**config.mk**
```make
export PLATFORM = sky130hd
export DESIGN_NAME = aux_io_event_controller
export DESIGN_NICKNAME = d
export VERILOG_FILES = /design/src/logic/aux_io_pkg.sv /design/src/logic/input_debounce.sv /design/src/logic/aux_io_event_controller.sv
export SDC_FILE = /design/constraint.sdc
export NUM_CORES = 1
export LEC_CHECK = 0
export BUFFER_PORTS_ARGS = -buffer_cell sky130_fd_sc_hd__buf_2
export CAP_MARGIN = 40
export CORE_ASPECT_RATIO = 0.9
export CORE_MARGIN = 5
export CORE_UTILIZATION = 25
export DETAILED_ROUTE_END_ITERATION = 7
export GPL_TIMING_DRIVEN = 1
export PLACE_DENSITY = 0.44
export SYNTH_ARGS = -nofsm -noshare
export SYNTH_HDL_FRONTEND = slang
export SYNTH_SLANG_ARGS = --single-unit
```
**constraint.sdc**
```tcl
create_clock -name clock -period 7.4 [get_ports clock]
set_input_delay 0.37 -clock clock [delete_from_list [all_inputs] [get_ports clock]]
set_output_delay 0.37 -clock clock [all_outputs]
set_load 0.02 [all_outputs]
```
**src/logic/aux_io_pkg.sv**
```systemverilog
// Purpose: shared types and constants for the auxiliary i/o event controller
// Assumes: 40 MHz clock
// Notes:   source codes follow the order of the event list
`default_nettype none
package aux_io_pkg;
  localparam int CLOCK_HZ       = 40000000;
  localparam int MS_PER_S       = 1000;
  localparam int CYCLES_PER_MS  = CLOCK_HZ / MS_PER_S;
  localparam int DEBOUNCE_MS_MAX = 10000000;
  localparam int DEBOUNCE_MS_W  = 24;
  localparam int STROBE_WIDTH_CYCLES = 40;
  localparam int NUM_OUTPUTS    = 4;
  localparam int NUM_INPUTS     = 3;
  localparam int RELAY_OUT_A    = 2;
  localparam int RELAY_OUT_B    = 3;
  // phase, range and speed are fixed point words handed to the phase loop
  localparam int PHASE_W        = 16;
  localparam int RANGE_W        = 16;
  localparam int SPEED_W        = 10;
  localparam logic [RANGE_W-1:0] RANGE_MIN = 16'h000A; // 0.10 Hz in 0.01 Hz
  localparam logic [RANGE_W-1:0] RANGE_MAX = 16'hC350; // 500 Hz in 0.01 Hz
  localparam logic [SPEED_W-1:0] SPEED_MIN = 10'h064;  // 1.00 in 0.01
  localparam logic [SPEED_W-1:0] SPEED_MAX = 10'h3E8;  // 10.00 in 0.01

  typedef enum logic [3:0] {
    SRC_FAULT, SRC_FORM, SRC_HIGH, SRC_LOW, SRC_RELAY,
    SRC_PROGRAM, SRC_REMOTE, SRC_TRANSIENT, SRC_TRANSFORMER
  } source_type;

  typedef enum logic [1:0] {
    CONTACT_IGNORED, CONTACT_REQUIRED, CONTACT_OR_PANEL
  } contact_mode_type;

  typedef struct packed {
    logic fault;
    logic singleForm;
    logic relayOn;
    logic programRun;
    logic remote;
    logic transientActive;
    logic transformer_path_flag;
  } status_type;

  typedef struct packed {
    logic onTransient;
    logic onRelay;
    logic onSource;
  } strobe_cfg_type;

  typedef struct packed {
    logic                 enable;
    logic                 lineSource;
    logic [PHASE_W-1:0]   phaseOffset;
    logic [RANGE_W-1:0]   lockRange;
    logic [SPEED_W-1:0]   speed;
  } sync_cfg_type;
endpackage : aux_io_pkg
`default_nettype wire

```
**src/logic/input_debounce.sv**
```systemverilog
// Purpose: debounce one digital input and report its edges
// Assumes: input synchronous to clock
// Notes:   a level must hold for the whole filter time before it is accepted
`default_nettype none
module input_debounce #(
  parameter int MS_W       = aux_io_pkg::DEBOUNCE_MS_W,
  parameter int CYC_PER_MS = aux_io_pkg::CYCLES_PER_MS
) (
  input  wire logic            clock,
  input  wire logic            nrst,
  input  wire logic            pinLevel,
  input  wire logic [MS_W-1:0] filterMs,
  output logic                 level,
  output logic                 rise,
  output logic                 fall
);
  logic [15:0]     cycleCount;
  logic [MS_W-1:0] msCount;
  logic            differs;
  logic            msTick;
  logic            accept;

  assign differs = pinLevel != level;
  assign msTick  = cycleCount == 16'(CYC_PER_MS - 1);
  // zero filter accepts the change at once
  assign accept  = differs && (filterMs == '0 ||
                   (msTick && msCount == filterMs - 1'b1));

  always_ff @(posedge clock or negedge nrst) begin
    if (!nrst) begin
      cycleCount <= 16'h0000;
      msCount    <= '0;
      level      <= 1'b0;
      rise       <= 1'b0;
      fall       <= 1'b0;
    end else begin
      rise <= accept && pinLevel;
      fall <= accept && !pinLevel;
      if (!differs || accept) begin
        cycleCount <= 16'h0000;
        msCount    <= '0;
      end else if (msTick) begin
        cycleCount <= 16'h0000;
        msCount    <= msCount + 1'b1;
      end else begin
        cycleCount <= cycleCount + 16'h0001;
      end
      if (accept) level <= pinLevel;
    end
  end

  a_edge_needs_change: assert property (@(posedge clock) disable iff (!nrst)
    rise |-> level && !$past(level))
    else $error("rise without a level change");
endmodule : input_debounce
`default_nettype wire

```
**src/logic/aux_io_event_controller.sv**
```systemverilog
// Purpose: auxiliary i/o event controller: outputs, inputs, strobe, relay
// Assumes: all inputs synchronous to clock; status comes from the core
// Notes:   the phase loop itself lives elsewhere; this block gates its setup
`default_nettype none
module aux_io_event_controller #(
  parameter int NOUT      = aux_io_pkg::NUM_OUTPUTS,
  parameter int NIN       = aux_io_pkg::NUM_INPUTS,
  parameter int MS_W      = aux_io_pkg::DEBOUNCE_MS_W,
  parameter int STROBE_CY = aux_io_pkg::STROBE_WIDTH_CYCLES
) (
  input  wire logic                              clock,
  input  wire logic                              nrst,
  input  wire aux_io_pkg::status_type            status,
  input  wire aux_io_pkg::source_type            outSource [NOUT],
  input  wire logic [NOUT-1:0]                   polarity_flip,
  input  wire logic [NIN-1:0]                    inPin,
  input  wire logic [MS_W-1:0]                   filterMs [NIN],
  input  wire aux_io_pkg::strobe_cfg_type        strobeCfg,
  input  wire logic                              paramChanged,
  input  wire aux_io_pkg::contact_mode_type      contactMode,
  input  wire logic                              contactClosed,
  input  wire logic                              panelRelayOn,
  input  wire logic                              triggerEnable,
  input  wire logic                              triggerImmediate,
  input  wire logic                              self_launch,
  input  wire logic                              triggerPin,
  input  wire logic                              runArmed,
  input  wire logic                              phaseReached,
  input  wire aux_io_pkg::sync_cfg_type          syncCfg,
  output logic                                   ttl_out_a,
  output logic                                   ttl_out_b,
  output logic                                   relayFetOn_a,
  output logic                                   relayFetOn_b,
  output logic [NIN-1:0]                         inLevel,
  output logic [NIN-1:0]                         inRise,
  output logic [NIN-1:0]                         inFall,
  output logic                                   strobe,
  output logic                                   relayClose,
  output logic                                   transientStart,
  output logic                                   syncLock,
  output logic                                   syncUseLine,
  output logic [aux_io_pkg::PHASE_W-1:0]         syncPhase,
  output logic [aux_io_pkg::RANGE_W-1:0]         syncRange,
  output logic [aux_io_pkg::SPEED_W-1:0]         syncSpeed
);
  // selects the raw event for one output
  function automatic logic pick(input aux_io_pkg::source_type s,
                                input aux_io_pkg::status_type st);
    unique case (s)
      aux_io_pkg::SRC_FAULT:       pick = st.fault;
      aux_io_pkg::SRC_FORM:        pick = st.singleForm;
      aux_io_pkg::SRC_HIGH:        pick = 1'b1;
      aux_io_pkg::SRC_LOW:         pick = 1'b0;
      aux_io_pkg::SRC_RELAY:       pick = st.relayOn;
      aux_io_pkg::SRC_PROGRAM:     pick = st.programRun;
      aux_io_pkg::SRC_REMOTE:      pick = st.remote;
      aux_io_pkg::SRC_TRANSIENT:   pick = st.transientActive;
      aux_io_pkg::SRC_TRANSFORMER: pick = st.transformer_path_flag;
      default:                     pick = 1'b0;
    endcase
  endfunction : pick

  logic [NOUT-1:0] next_out;
  logic [NOUT-1:0] outValue;

  genvar g;
  generate
    for (g = 0; g < NOUT; g++) begin : g_out
      assign next_out[g] = pick(outSource[g], status) ^ polarity_flip[g];
    end
  endgenerate

  always_ff @(posedge clock or negedge nrst) begin
    if (!nrst) outValue <= '0;
    else       outValue <= next_out;
  end

  // relay outputs drive the fet gate: 1 means the pin is pulled low
  assign ttl_out_a    = outValue[0];
  assign ttl_out_b    = outValue[1];
  assign relayFetOn_a = outValue[aux_io_pkg::RELAY_OUT_A];
  assign relayFetOn_b = outValue[aux_io_pkg::RELAY_OUT_B];

  generate
    for (g = 0; g < NIN; g++) begin : g_in
      input_debounce #(
        .MS_W       (MS_W),
        .CYC_PER_MS (aux_io_pkg::CYCLES_PER_MS)
      ) u_debounce (
        .clock    (clock),
        .nrst     (nrst),
        .pinLevel (inPin[g]),
        .filterMs (filterMs[g]),
        .level    (inLevel[g]),
        .rise     (inRise[g]),
        .fall     (inFall[g])
      );
    end
  endgenerate

  // relay gating by the remote contact
  logic next_relay;
  always_comb begin
    unique case (contactMode)
      aux_io_pkg::CONTACT_REQUIRED:
        next_relay = panelRelayOn && contactClosed;
      aux_io_pkg::CONTACT_OR_PANEL:
        next_relay = panelRelayOn || contactClosed;
      default:
        next_relay = panelRelayOn;
    endcase
  end

  // trigger: waits on phase unless immediate, needs run unless self launch
  logic trigPrev;
  logic trigPending;
  logic trigEdge;
  logic trigFire;
  assign trigEdge = triggerEnable && triggerPin && !trigPrev
                    && (runArmed || self_launch);
  assign trigFire = (trigEdge || trigPending)
                    && (triggerImmediate || phaseReached);

  logic relayPrev;
  logic transPrev;
  logic strobeEvent;
  logic [7:0] strobeCount;
  assign strobeEvent =
      (strobeCfg.onTransient && status.transientActive && !transPrev)
   || (strobeCfg.onRelay && relayClose && !relayPrev)
   || (strobeCfg.onSource && paramChanged);

  always_ff @(posedge clock or negedge nrst) begin
    if (!nrst) begin
      relayClose     <= 1'b0;
      relayPrev      <= 1'b0;
      transPrev      <= 1'b0;
      trigPrev       <= 1'b0;
      trigPending    <= 1'b0;
      transientStart <= 1'b0;
      strobe         <= 1'b0;
      strobeCount    <= 8'h00;
    end else begin
      relayClose     <= next_relay;
      relayPrev      <= relayClose;
      transPrev      <= status.transientActive;
      trigPrev       <= triggerPin;
      transientStart <= trigFire;
      trigPending    <= (trigEdge || trigPending) && !trigFire
                        && triggerEnable;
      // strobe is stretched so slow equipment sees it
      if (strobeEvent) begin
        strobe      <= 1'b1;
        strobeCount <= 8'(STROBE_CY - 1);
      end else if (strobeCount != 8'h00) begin
        strobeCount <= strobeCount - 8'h01;
      end else begin
        strobe <= 1'b0;
      end
    end
  end

  // sync setup: range and speed clamped to their legal spans
  logic [aux_io_pkg::RANGE_W-1:0] rangeClamp;
  logic [aux_io_pkg::SPEED_W-1:0] speedClamp;
  assign rangeClamp =
      (syncCfg.lockRange < aux_io_pkg::RANGE_MIN) ? aux_io_pkg::RANGE_MIN :
      (syncCfg.lockRange > aux_io_pkg::RANGE_MAX) ? aux_io_pkg::RANGE_MAX :
      syncCfg.lockRange;
  assign speedClamp =
      (syncCfg.speed < aux_io_pkg::SPEED_MIN) ? aux_io_pkg::SPEED_MIN :
      (syncCfg.speed > aux_io_pkg::SPEED_MAX) ? aux_io_pkg::SPEED_MAX :
      syncCfg.speed;

  always_ff @(posedge clock or negedge nrst) begin
    if (!nrst) begin
      syncLock    <= 1'b0;
      syncUseLine <= 1'b0;
      syncPhase   <= '0;
      syncRange   <= aux_io_pkg::RANGE_MIN;
      syncSpeed   <= aux_io_pkg::SPEED_MIN;
    end else begin
      syncLock    <= syncCfg.enable;
      syncUseLine <= syncCfg.lineSource;
      syncPhase   <= syncCfg.phaseOffset;
      syncRange   <= rangeClamp;
      syncSpeed   <= speedClamp;
    end
  end

  a_output_source: assert property (@(posedge clock) disable iff (!nrst)
    ##1 outValue == $past(next_out))
    else $error("output does not follow its source");
  a_fault_output: assert property (@(posedge clock) disable iff (!nrst)
    outSource[0] == aux_io_pkg::SRC_FAULT && !polarity_flip[0]
    |=> ttl_out_a == $past(status.fault))
    else $error("fault output wrong");
  a_flip_inverts: assert property (@(posedge clock) disable iff (!nrst)
    outSource[1] == aux_io_pkg::SRC_HIGH && polarity_flip[1]
    |=> !ttl_out_b)
    else $error("flipped high output not low");
  a_relay_fet_on: assert property (@(posedge clock) disable iff (!nrst)
    outSource[2] == aux_io_pkg::SRC_HIGH && !polarity_flip[2]
    |=> relayFetOn_a)
    else $error("relay fet not on");
  a_contact_required: assert property (@(posedge clock) disable iff (!nrst)
    contactMode == aux_io_pkg::CONTACT_REQUIRED && !contactClosed
    |=> !relayClose)
    else $error("relay closed without contact");
  a_contact_ignored: assert property (@(posedge clock) disable iff (!nrst)
    contactMode == aux_io_pkg::CONTACT_IGNORED
    |=> relayClose == $past(panelRelayOn))
    else $error("contact affected relay");
  a_strobe_source: assert property (@(posedge clock) disable iff (!nrst)
    strobeCfg.onSource && paramChanged |=> strobe [*2])
    else $error("no strobe on parameter change");
  a_immediate_trig: assert property (@(posedge clock) disable iff (!nrst)
    triggerEnable && triggerImmediate && runArmed && triggerPin
    && !trigPrev |=> transientStart)
    else $error("immediate trigger did not start");
  a_sync_range: assert property (@(posedge clock) disable iff (!nrst)
    syncRange >= aux_io_pkg::RANGE_MIN && syncRange <= aux_io_pkg::RANGE_MAX
    && syncSpeed <= aux_io_pkg::SPEED_MAX)
    else $error("sync setup out of range");
endmodule : aux_io_event_controller
`default_nettype wire

```
==> qor.yml, run 1 <==
clock_tree:
  cts_resized: 0
  clock_latency_ns: 0.45
  tritoncts: "done"
  clk_pin_slew_ns: 0.08
  cts_made_buffers: 17
  root_buffer: "clkbuf_16"
  htree_levels: 4
  cts_sinks: 192
  clock_path_buffers: 2
floorplan:
  core_um2: 45550
  start_util: 0.2538
  ios: 222
  dieHeight_um: 214.0
  die_w_um: 236.7
  dieArea_um2: 50650
  rows: 74
cells_and_area:
  final_core_util: 0.3081
  drive_above_1_share: 0.1960
  nets: 1665
  syn2layout_area_growth_pct: 21.42
  nFillCells: 4871
worst_hold_path:
  hp-class: "primary input to asynchronous set/reset pin"
detailed_routing:
  routed_wl_um: 31090
  vias: 9792
  drcViolationCount: 0
  dr.pass1.iters: 5
  post_drt_wl_per_cell_um: 14.74
  ant_nets: 0
  vias_per_cell: 4.641
  drt_iter0_markers: 441
worst_setup_path:
  path_cells: "buf_2 -> inv_1 -> ha_1 -> nor3b_1 -> nand4_1 -> nor4_1 -> o2111ai_1 -> nor4_1 -> a31oi_1 -> nand2_1 -> buf_4 -> nor2_1"
  cp_max_fo: 40
  cp.required_ns: 7.71
  r2r_setup_slack_ns: 4.10
  cp_num_buf_inv: 3
  rr_endpoint: "g_in[0].u_debounce.msCount[9]"
  worst_r2r_startpoint: "g_in[0].u_debounce.cycleCount[0]"
  worstPathArrival_ns: 3.66
  max_stage_delay_ns: 0.59
  crit_path_start_kind: "primary input"
  critPathCapture: "g_in[0].u_debounce.msCount[9]"
  path_class: "primary input to flip-flop"
  critPathTopFamily: "simple AND/OR/NAND/NOR gates"
  end_kind: "flip-flop"
  cpMostUsedCell: "nor4_1"
  rr_worst_depth: 10
  critPathSlowestCell: "nor3b_1"
  critPathLaunch: "filterMs[48]"
  crit_cells: 12
sta:
  fin_crit_sh: 0.4527
  final-hold-violation-count: 2
  relSlewSlack: 0.4445
  worst_pin_slew_ns: 0.8256
  holdWs_ns: -0.0003977
  final_max_slew_viol_count: 0
  period_minus_slack_ns: 3.350
  setup_tns_ns: 0
  timing.final.ws_setup_ns: 4.050
  finalSetupViolations: 0
  fmax_mhz: 298.5
  rsz0062_at_grt: "false"
  fin_skew_ns: 0.01369
status:
  status: "finished, violations left"
  violations: "hold timing"
logic_synthesis:
  avgSynthCellArea_um2: 9.082
  synth_nets: 1451
  synth-edff-count: 0
  ys_warn_count: 0
  ys.flop_type: "dfrtp_1"
  synth-seq-cells: 192
  synth_area_um2: 11560
  synth_cell_types: 67
  netlist_instances: 1273
  async_reset_ff_frac: 1.000
  yosysSeqAreaShare: 0.4161
global_routing:
  grt_max_degree: 95
  antenna_found_initial: 2
  grt_pass1_wl_um: 51950
  grt-ovfl-total: 0
  track_usage: 0.1232
  grt_pass1_vias: 9848
placement:
  port_buffers: 221
  hpwl_um: 23400
  place_ws_ns: 3.558
  finalWeightedCongestion: 0.8689
power:
  leakagePower_nw: 5.861
  powerDensity_nw_per_um2: 168.2
  worst_ir_drop_vdd_mv: 0.1594
run:
  drv_cap: 0
-- state kept, by name, indices dropped and copies added (netlist names) --
| signal | count |
|---|---|
| trigPrev | 1 |
| outValue | 4 |
| g_in.u_debounce.cycleCount | 48 |
| strobe | 1 |
| transPrev | 1 |
| g_in.u_debounce.msCount | 72 |
| trigPending | 1 |
| relayPrev | 1 |
| g_in.u_debounce.rise | 3 |
| g_in.u_debounce.level | 3 |
| syncPhase | 16 |
| syncUseLine | 1 |
| g_in.u_debounce.fall | 3 |
| relayClose | 1 |
| syncSpeed | 10 |
| syncLock | 1 |
| syncRange | 16 |
| transientStart | 1 |
| strobeCount | 8 |
-- synth_stat cells (6+ instances only) --
library cell	number	area [um^2]
nor4b_1	15	131.4
xor2_1	104	910.9
nor2_1	178	668.1
or3_1	17	106.4
a211oi_1	6	45.04
nand3b_1	11	82.58
o211ai_1	12	90.09
nor3b_1	9	67.56
mux2_2	6	67.56
nor2b_1	6	37.54
buf_4	9	67.56
ha_1	16	200.2
mux2i_1	9	90.09
nor4_1	28	175.2
inv_1	30	112.6
o21ai_0	35	175.2
nor3_1	63	315.3
and3_1	32	200.2
or2_2	7	43.79
nand3_1	57	285.3
nand4_1	38	237.7
buf_2	9	45.04
and2_1	11	68.82
nand2b_1	17	106.4
or4b_2	7	70.07
clkbuf_1	27	101.4
xnor2_1	109	954.7
dfrtp_1	187	4679
a21oi_1	25	125.1
or4_1	12	90.09
nand2_1	93	349.1
-- power breakdown --
part | internal, mW | leakage, nW | total (mW) | switching, mW
clock | 0.539 | 0.287 | 0.981 | 0.442
combinational | 0.113 | 3.04 | 0.289 | 0.176
sequential | 1.08 | 2.53 | 1.09 | 0.0135
-- cell families after synthesis --
family | synth area share
AO/OA/AOI/OAI | 0.07219
XOR/XNOR | 0.1614
adder cells (fa/ha/maj) | 0.01732
buffers and inverters | 0.03257
flip-flops | 0.4161
multiplexers | 0.01753
AND/OR/NAND/NOR | 0.2829
-- layout make-up --
cell class                 instances  area [um^2]  share of cell area
timing repair buffer             247         1363             0.09707
clock inverter                    14        182.7             0.01301
antenna                            2        5.005           0.0003565
tap                              608        760.7             0.05419
multi-input combinational        999         6374              0.4541
clock buffer                      18        429.2             0.03057
sequential                       192         4811              0.3427
inverter                          30        112.6            0.008022
-- layer usage --
metal	track usage	up-vias	share of wire
li1	-	4881	-
met1	0.1723	4649	0.49
met2	0.1866	234	0.44
met3	0.03434	28	0.057
met4	0.03578	0	0.016
met5	0	-	0
-- stage by stage --
stage	instance area [um^2]	power [mW]	cells
after global placement	13210	1.395	2055
after detailed placement	13230	1.397	2057
final	14040	2.362	2110
after CTS	14030	2.416	2108
after global routing	14030	2.487	2109
after floorplan	11560	1.252	1273
-- worst min-delay path by stage --
| stage | depth (start not counted) | from | slack [ns] | endpoint |
|---|---|---|---|---|
| detailed placement | 0 | relayClose | 0.40 | relayPrev |
| global route | 1 | syncCfg[24] | 0.02 | syncRange[14] |
| finish | 1 | nrst | -0.0004 | syncPhase[11] |
| global placement | 0 | relayClose | 0.39 | relayPrev |
| floorplan | 0 | nrst | 0.07 | g_in[0].u_debounce.cycleCount[0] |
| CTS | 1 | nrst | 0.01 | syncPhase[11] |
-- cell usage in the layout, fill, tap and decap left out, types with 6 or more instances in the layout --
| master | instances |
|---|---|
| a211oi_1 | 6 |
| a21oi_1 | 25 |
| and2_1 | 11 |
| and3_1 | 32 |
| buf_2 | 221 |
| clkbuf_16 | 17 |
| dfrtp_1 | 187 |
| dlygate4sd3_1 | 19 |
| ha_1 | 16 |
| inv_1 | 30 |
| mux2_2 | 6 |
| mux2i_1 | 9 |
| nand2_1 | 93 |
| nand2b_1 | 17 |
| nand3_1 | 57 |
| nand3b_1 | 11 |
| nand4_1 | 38 |
| nor2_1 | 178 |
| nor2b_1 | 6 |
| nor3_1 | 63 |
| nor3b_1 | 9 |
| nor4_1 | 28 |
| nor4b_1 | 15 |
| o211ai_1 | 12 |
| o21ai_0 | 35 |
| or2_2 | 7 |
| or3_1 | 17 |
| or4_1 | 12 |
| or4b_2 | 7 |
| xnor2_1 | 109 |
| xor2_1 | 104 |
-- what timing repair did --
action                                 CTS  global route
setup buffers                            0             0
hold buffers                            19             0
endpoints found under the hold margin   19             0
Power figures use the tool's default switching activity.
==> run 2: changes to the inputs <==
==> constraint.sdc (replaced) <==
create_clock -name clock -period 3.09 [get_ports clock]
set_input_delay 0.1545 -clock clock [delete_from_list [all_inputs] [get_ports clock]]
set_output_delay 0.1545 -clock clock [all_outputs]
set_load 0.02 [all_outputs]
==> run 2 against run 1 <==
  * Final cell count grew 3.2%
  * Combinational power grew to 2.6 times the previous value
  * Highest routed layer is now met5
  * Critical endpoint is now g_in[2].u_debounce.level
  * Critical path type is now flip-flop to flip-flop
  * Flip-flop and latch count is the same
  * The run now ends clean
==> qor.yml, run 2 (synthesized netlist as in run 1, its figures left out) <==
power:
  p_int_mw: 4.106
  powerDensity_nw_per_um2: 381.7
  worst_ir_drop_vdd_mv: 0.3771
  pwr-share-clk: 0.399
  switchingPower_mw: 1.496
  netSwitchingFraction: 0.2671
  combPwrFrac: 0.135
  p_seq_frac: 0.466
  leakagePower_nw: 6.194
status:
  status: "finished clean"
worst_setup_path:
  cpMostUsedCell: "nand4_1"
  worstPathArrival_ns: 3.27
  path_class: "flip-flop to flip-flop"
  end_kind: "flip-flop"
  critPathSlowestCell: "or4b_2"
  path_cells: "or4b_2 -> nor2b_1 -> nand4_1 -> nor3_1 -> nand4_1 -> nor4_4 -> a21oi_1 -> mux2_1"
  cp.required_ns: 3.42
  cp_max_fo: 4
  crit_path_start_kind: "flip-flop"
  max_stage_delay_ns: 0.74
cells_and_area:
  regArea_um2: 4811
  nets: 1732
  reg_top3: "g_in.u_debounce.msCount x72, g_in.u_debounce.cycleCount x48"
  drive_above_1_share: 0.2036
  nFillCells: 4817
  largest_reg_flops: 72
  regMostFlops: "g_in.u_debounce.msCount"
  multi_input_area_um2: 6382
  most-common-layout-cells: "buf_2, dfrtp_1, nor2_1"
  layout_commonest_cell: "buf_2"
  syn2layout_area_growth_pct: 26.95
  final_core_util: 0.3222
detailed_routing:
  post_drt_wl_per_cell_um: 14.38
  ant_nets: 0
  vias: 10020
  drcViolationCount: 0
  vias_per_cell: 4.601
  dr.pass1.iters: 5
  drt_iter0_markers: 415
  routed_wl_um: 31310
sta:
  fin_crit_sh: 0.9493
  relSlewSlack: 0.5429
  worst_pin_slew_ns: 0.6784
  timing.final.ws_setup_ns: 0.1568
  period_minus_slack_ns: 2.933
  fmax_mhz: 340.9
  final-hold-violation-count: 0
  fin_skew_ns: 0.01468
  final_max_slew_viol_count: 0
  finalSetupViolations: 0
floorplan:
  rows: 74
  start_util: 0.2538
  core_um2: 45550
  dieHeight_um: 214.0
  ios: 222
  die_w_um: 236.7
  dieArea_um2: 50650
global_routing:
  grt-ovfl-total: 0
  antenna_found_initial: 3
  grt_max_degree: 78
  grt_pass1_wl_um: 52640
  grt_pass1_vias: 10130
  track_usage: 0.1233
run:
  drv_cap: 0
clock_tree:
  cts_made_buffers: 17
  cts_sinks: 192
  root_buffer: "clkbuf_16"
  clock_latency_ns: 0.44
  cts_setup_buffers: 0
  tritoncts: "done"
  clock_path_buffers: 2
  clk_pin_slew_ns: 0.08
  htree_levels: 4
placement:
  hpwl_um: 23680
  port_buffers: 221
  finalWeightedCongestion: 0.8286
  place_ws_ns: 0.1139
worst_hold_path:
  hp-class: "primary input to flip-flop"
[run 2: cell types whose count changed in the layout (fill, tap and decap cells not counted), sizes merged]
cell	delta
clkbuf	-1
clkinvlp	-2
bufinv	-1
diode	+1
buf	+24
dlygate4sd3	+43
inv	+1
clkinv	+3
[run 2: repair_timing]
item | in CTS | in global routing
endpoints found under the hold margin | 130 | 0
endpoints found under the setup margin | 0 | 1
resized for setup | 0 | 1
hold buffers | 62 | 0
[run 2: power groups by stage]
stage	sequential, mW	clock (mW)	combinational [mW]
after floorplan	2.72	0	0.283
after global placement	2.66	0	0.697
after detailed placement	2.66	0	0.699
after CTS	2.61	2.35	0.765
after global routing	2.62	2.45	0.846
final	2.61	2.24	0.755
[run 2: final timing paths]
check,slack (ns),depth (start not counted),from,endpoint
setup / recovery,0.16,8,g_in[2].u_debounce.cycleCount[8],g_in[2].u_debounce.level
hold / removal,0.08,3,outSource[3],outValue[3]
setup reg to reg,0.16,8,g_in[2].u_debounce.cycleCount[8],g_in[2].u_debounce.level
hold reg to reg,0.41,0,relayClose,relayPrev
max in group asynchronous,1.95,3,nrst,g_in[1].u_debounce.msCount[21]
min in group asynchronous,0.28,2,nrst,syncPhase[4]
[run 2: metrics by stage]
stage | std cells | instance area, um^2 | TNS (ns) | power [mW] | hold WS, ns
finish | 2178 | 14680 | 0 | 5.602 | 0.08109
global route | 2175 | 14670 | -0.08655 | 5.914 | 0.08303
CTS | 2175 | 14660 | 0 | 5.729 | 0.06101
detailed placement | 2081 | 13460 | 0 | 3.359 | 0.2359
global placement | 2081 | 13460 | 0 | 3.356 | 0.2312
floorplan | 1273 | 11560 | 0 | 2.998 | -0.1411
[run 2: critical path, delay by kind of cell, from the launching register on]
kind | cells | cell delay (ns)
DFF | 1 | 0.41
muxes | 1 | 0.33
AOI/OAI and AO/OA | 1 | 0.17
and+or+nand+nor | 6 | 1.92
[run 2: cell type report]
cell class,instances,area share
Inverter,30,0.007673
Multi-Input combinational cell,999,0.4349
Timing Repair Buffer,314,0.1375
Tap cell,608,0.05183
Sequential cell,192,0.3278
Clock buffer,17,0.02899
Antenna cell,3,0.0005115
Clock inverter,15,0.01083
[run 2: per-layer routing]
| metal | part of all wire | GRT usage | vias up |
|---|---|---|---|
| met3 | 0.056 | 0.03292 | 25 |
| met4 | 0.014 | 0.03501 | 2 |
| met5 | 0.00042 | 0 | - |
| li1 | - | - | 5034 |
| met1 | 0.48 | 0.1696 | 4751 |
| met2 | 0.45 | 0.1918 | 210 |
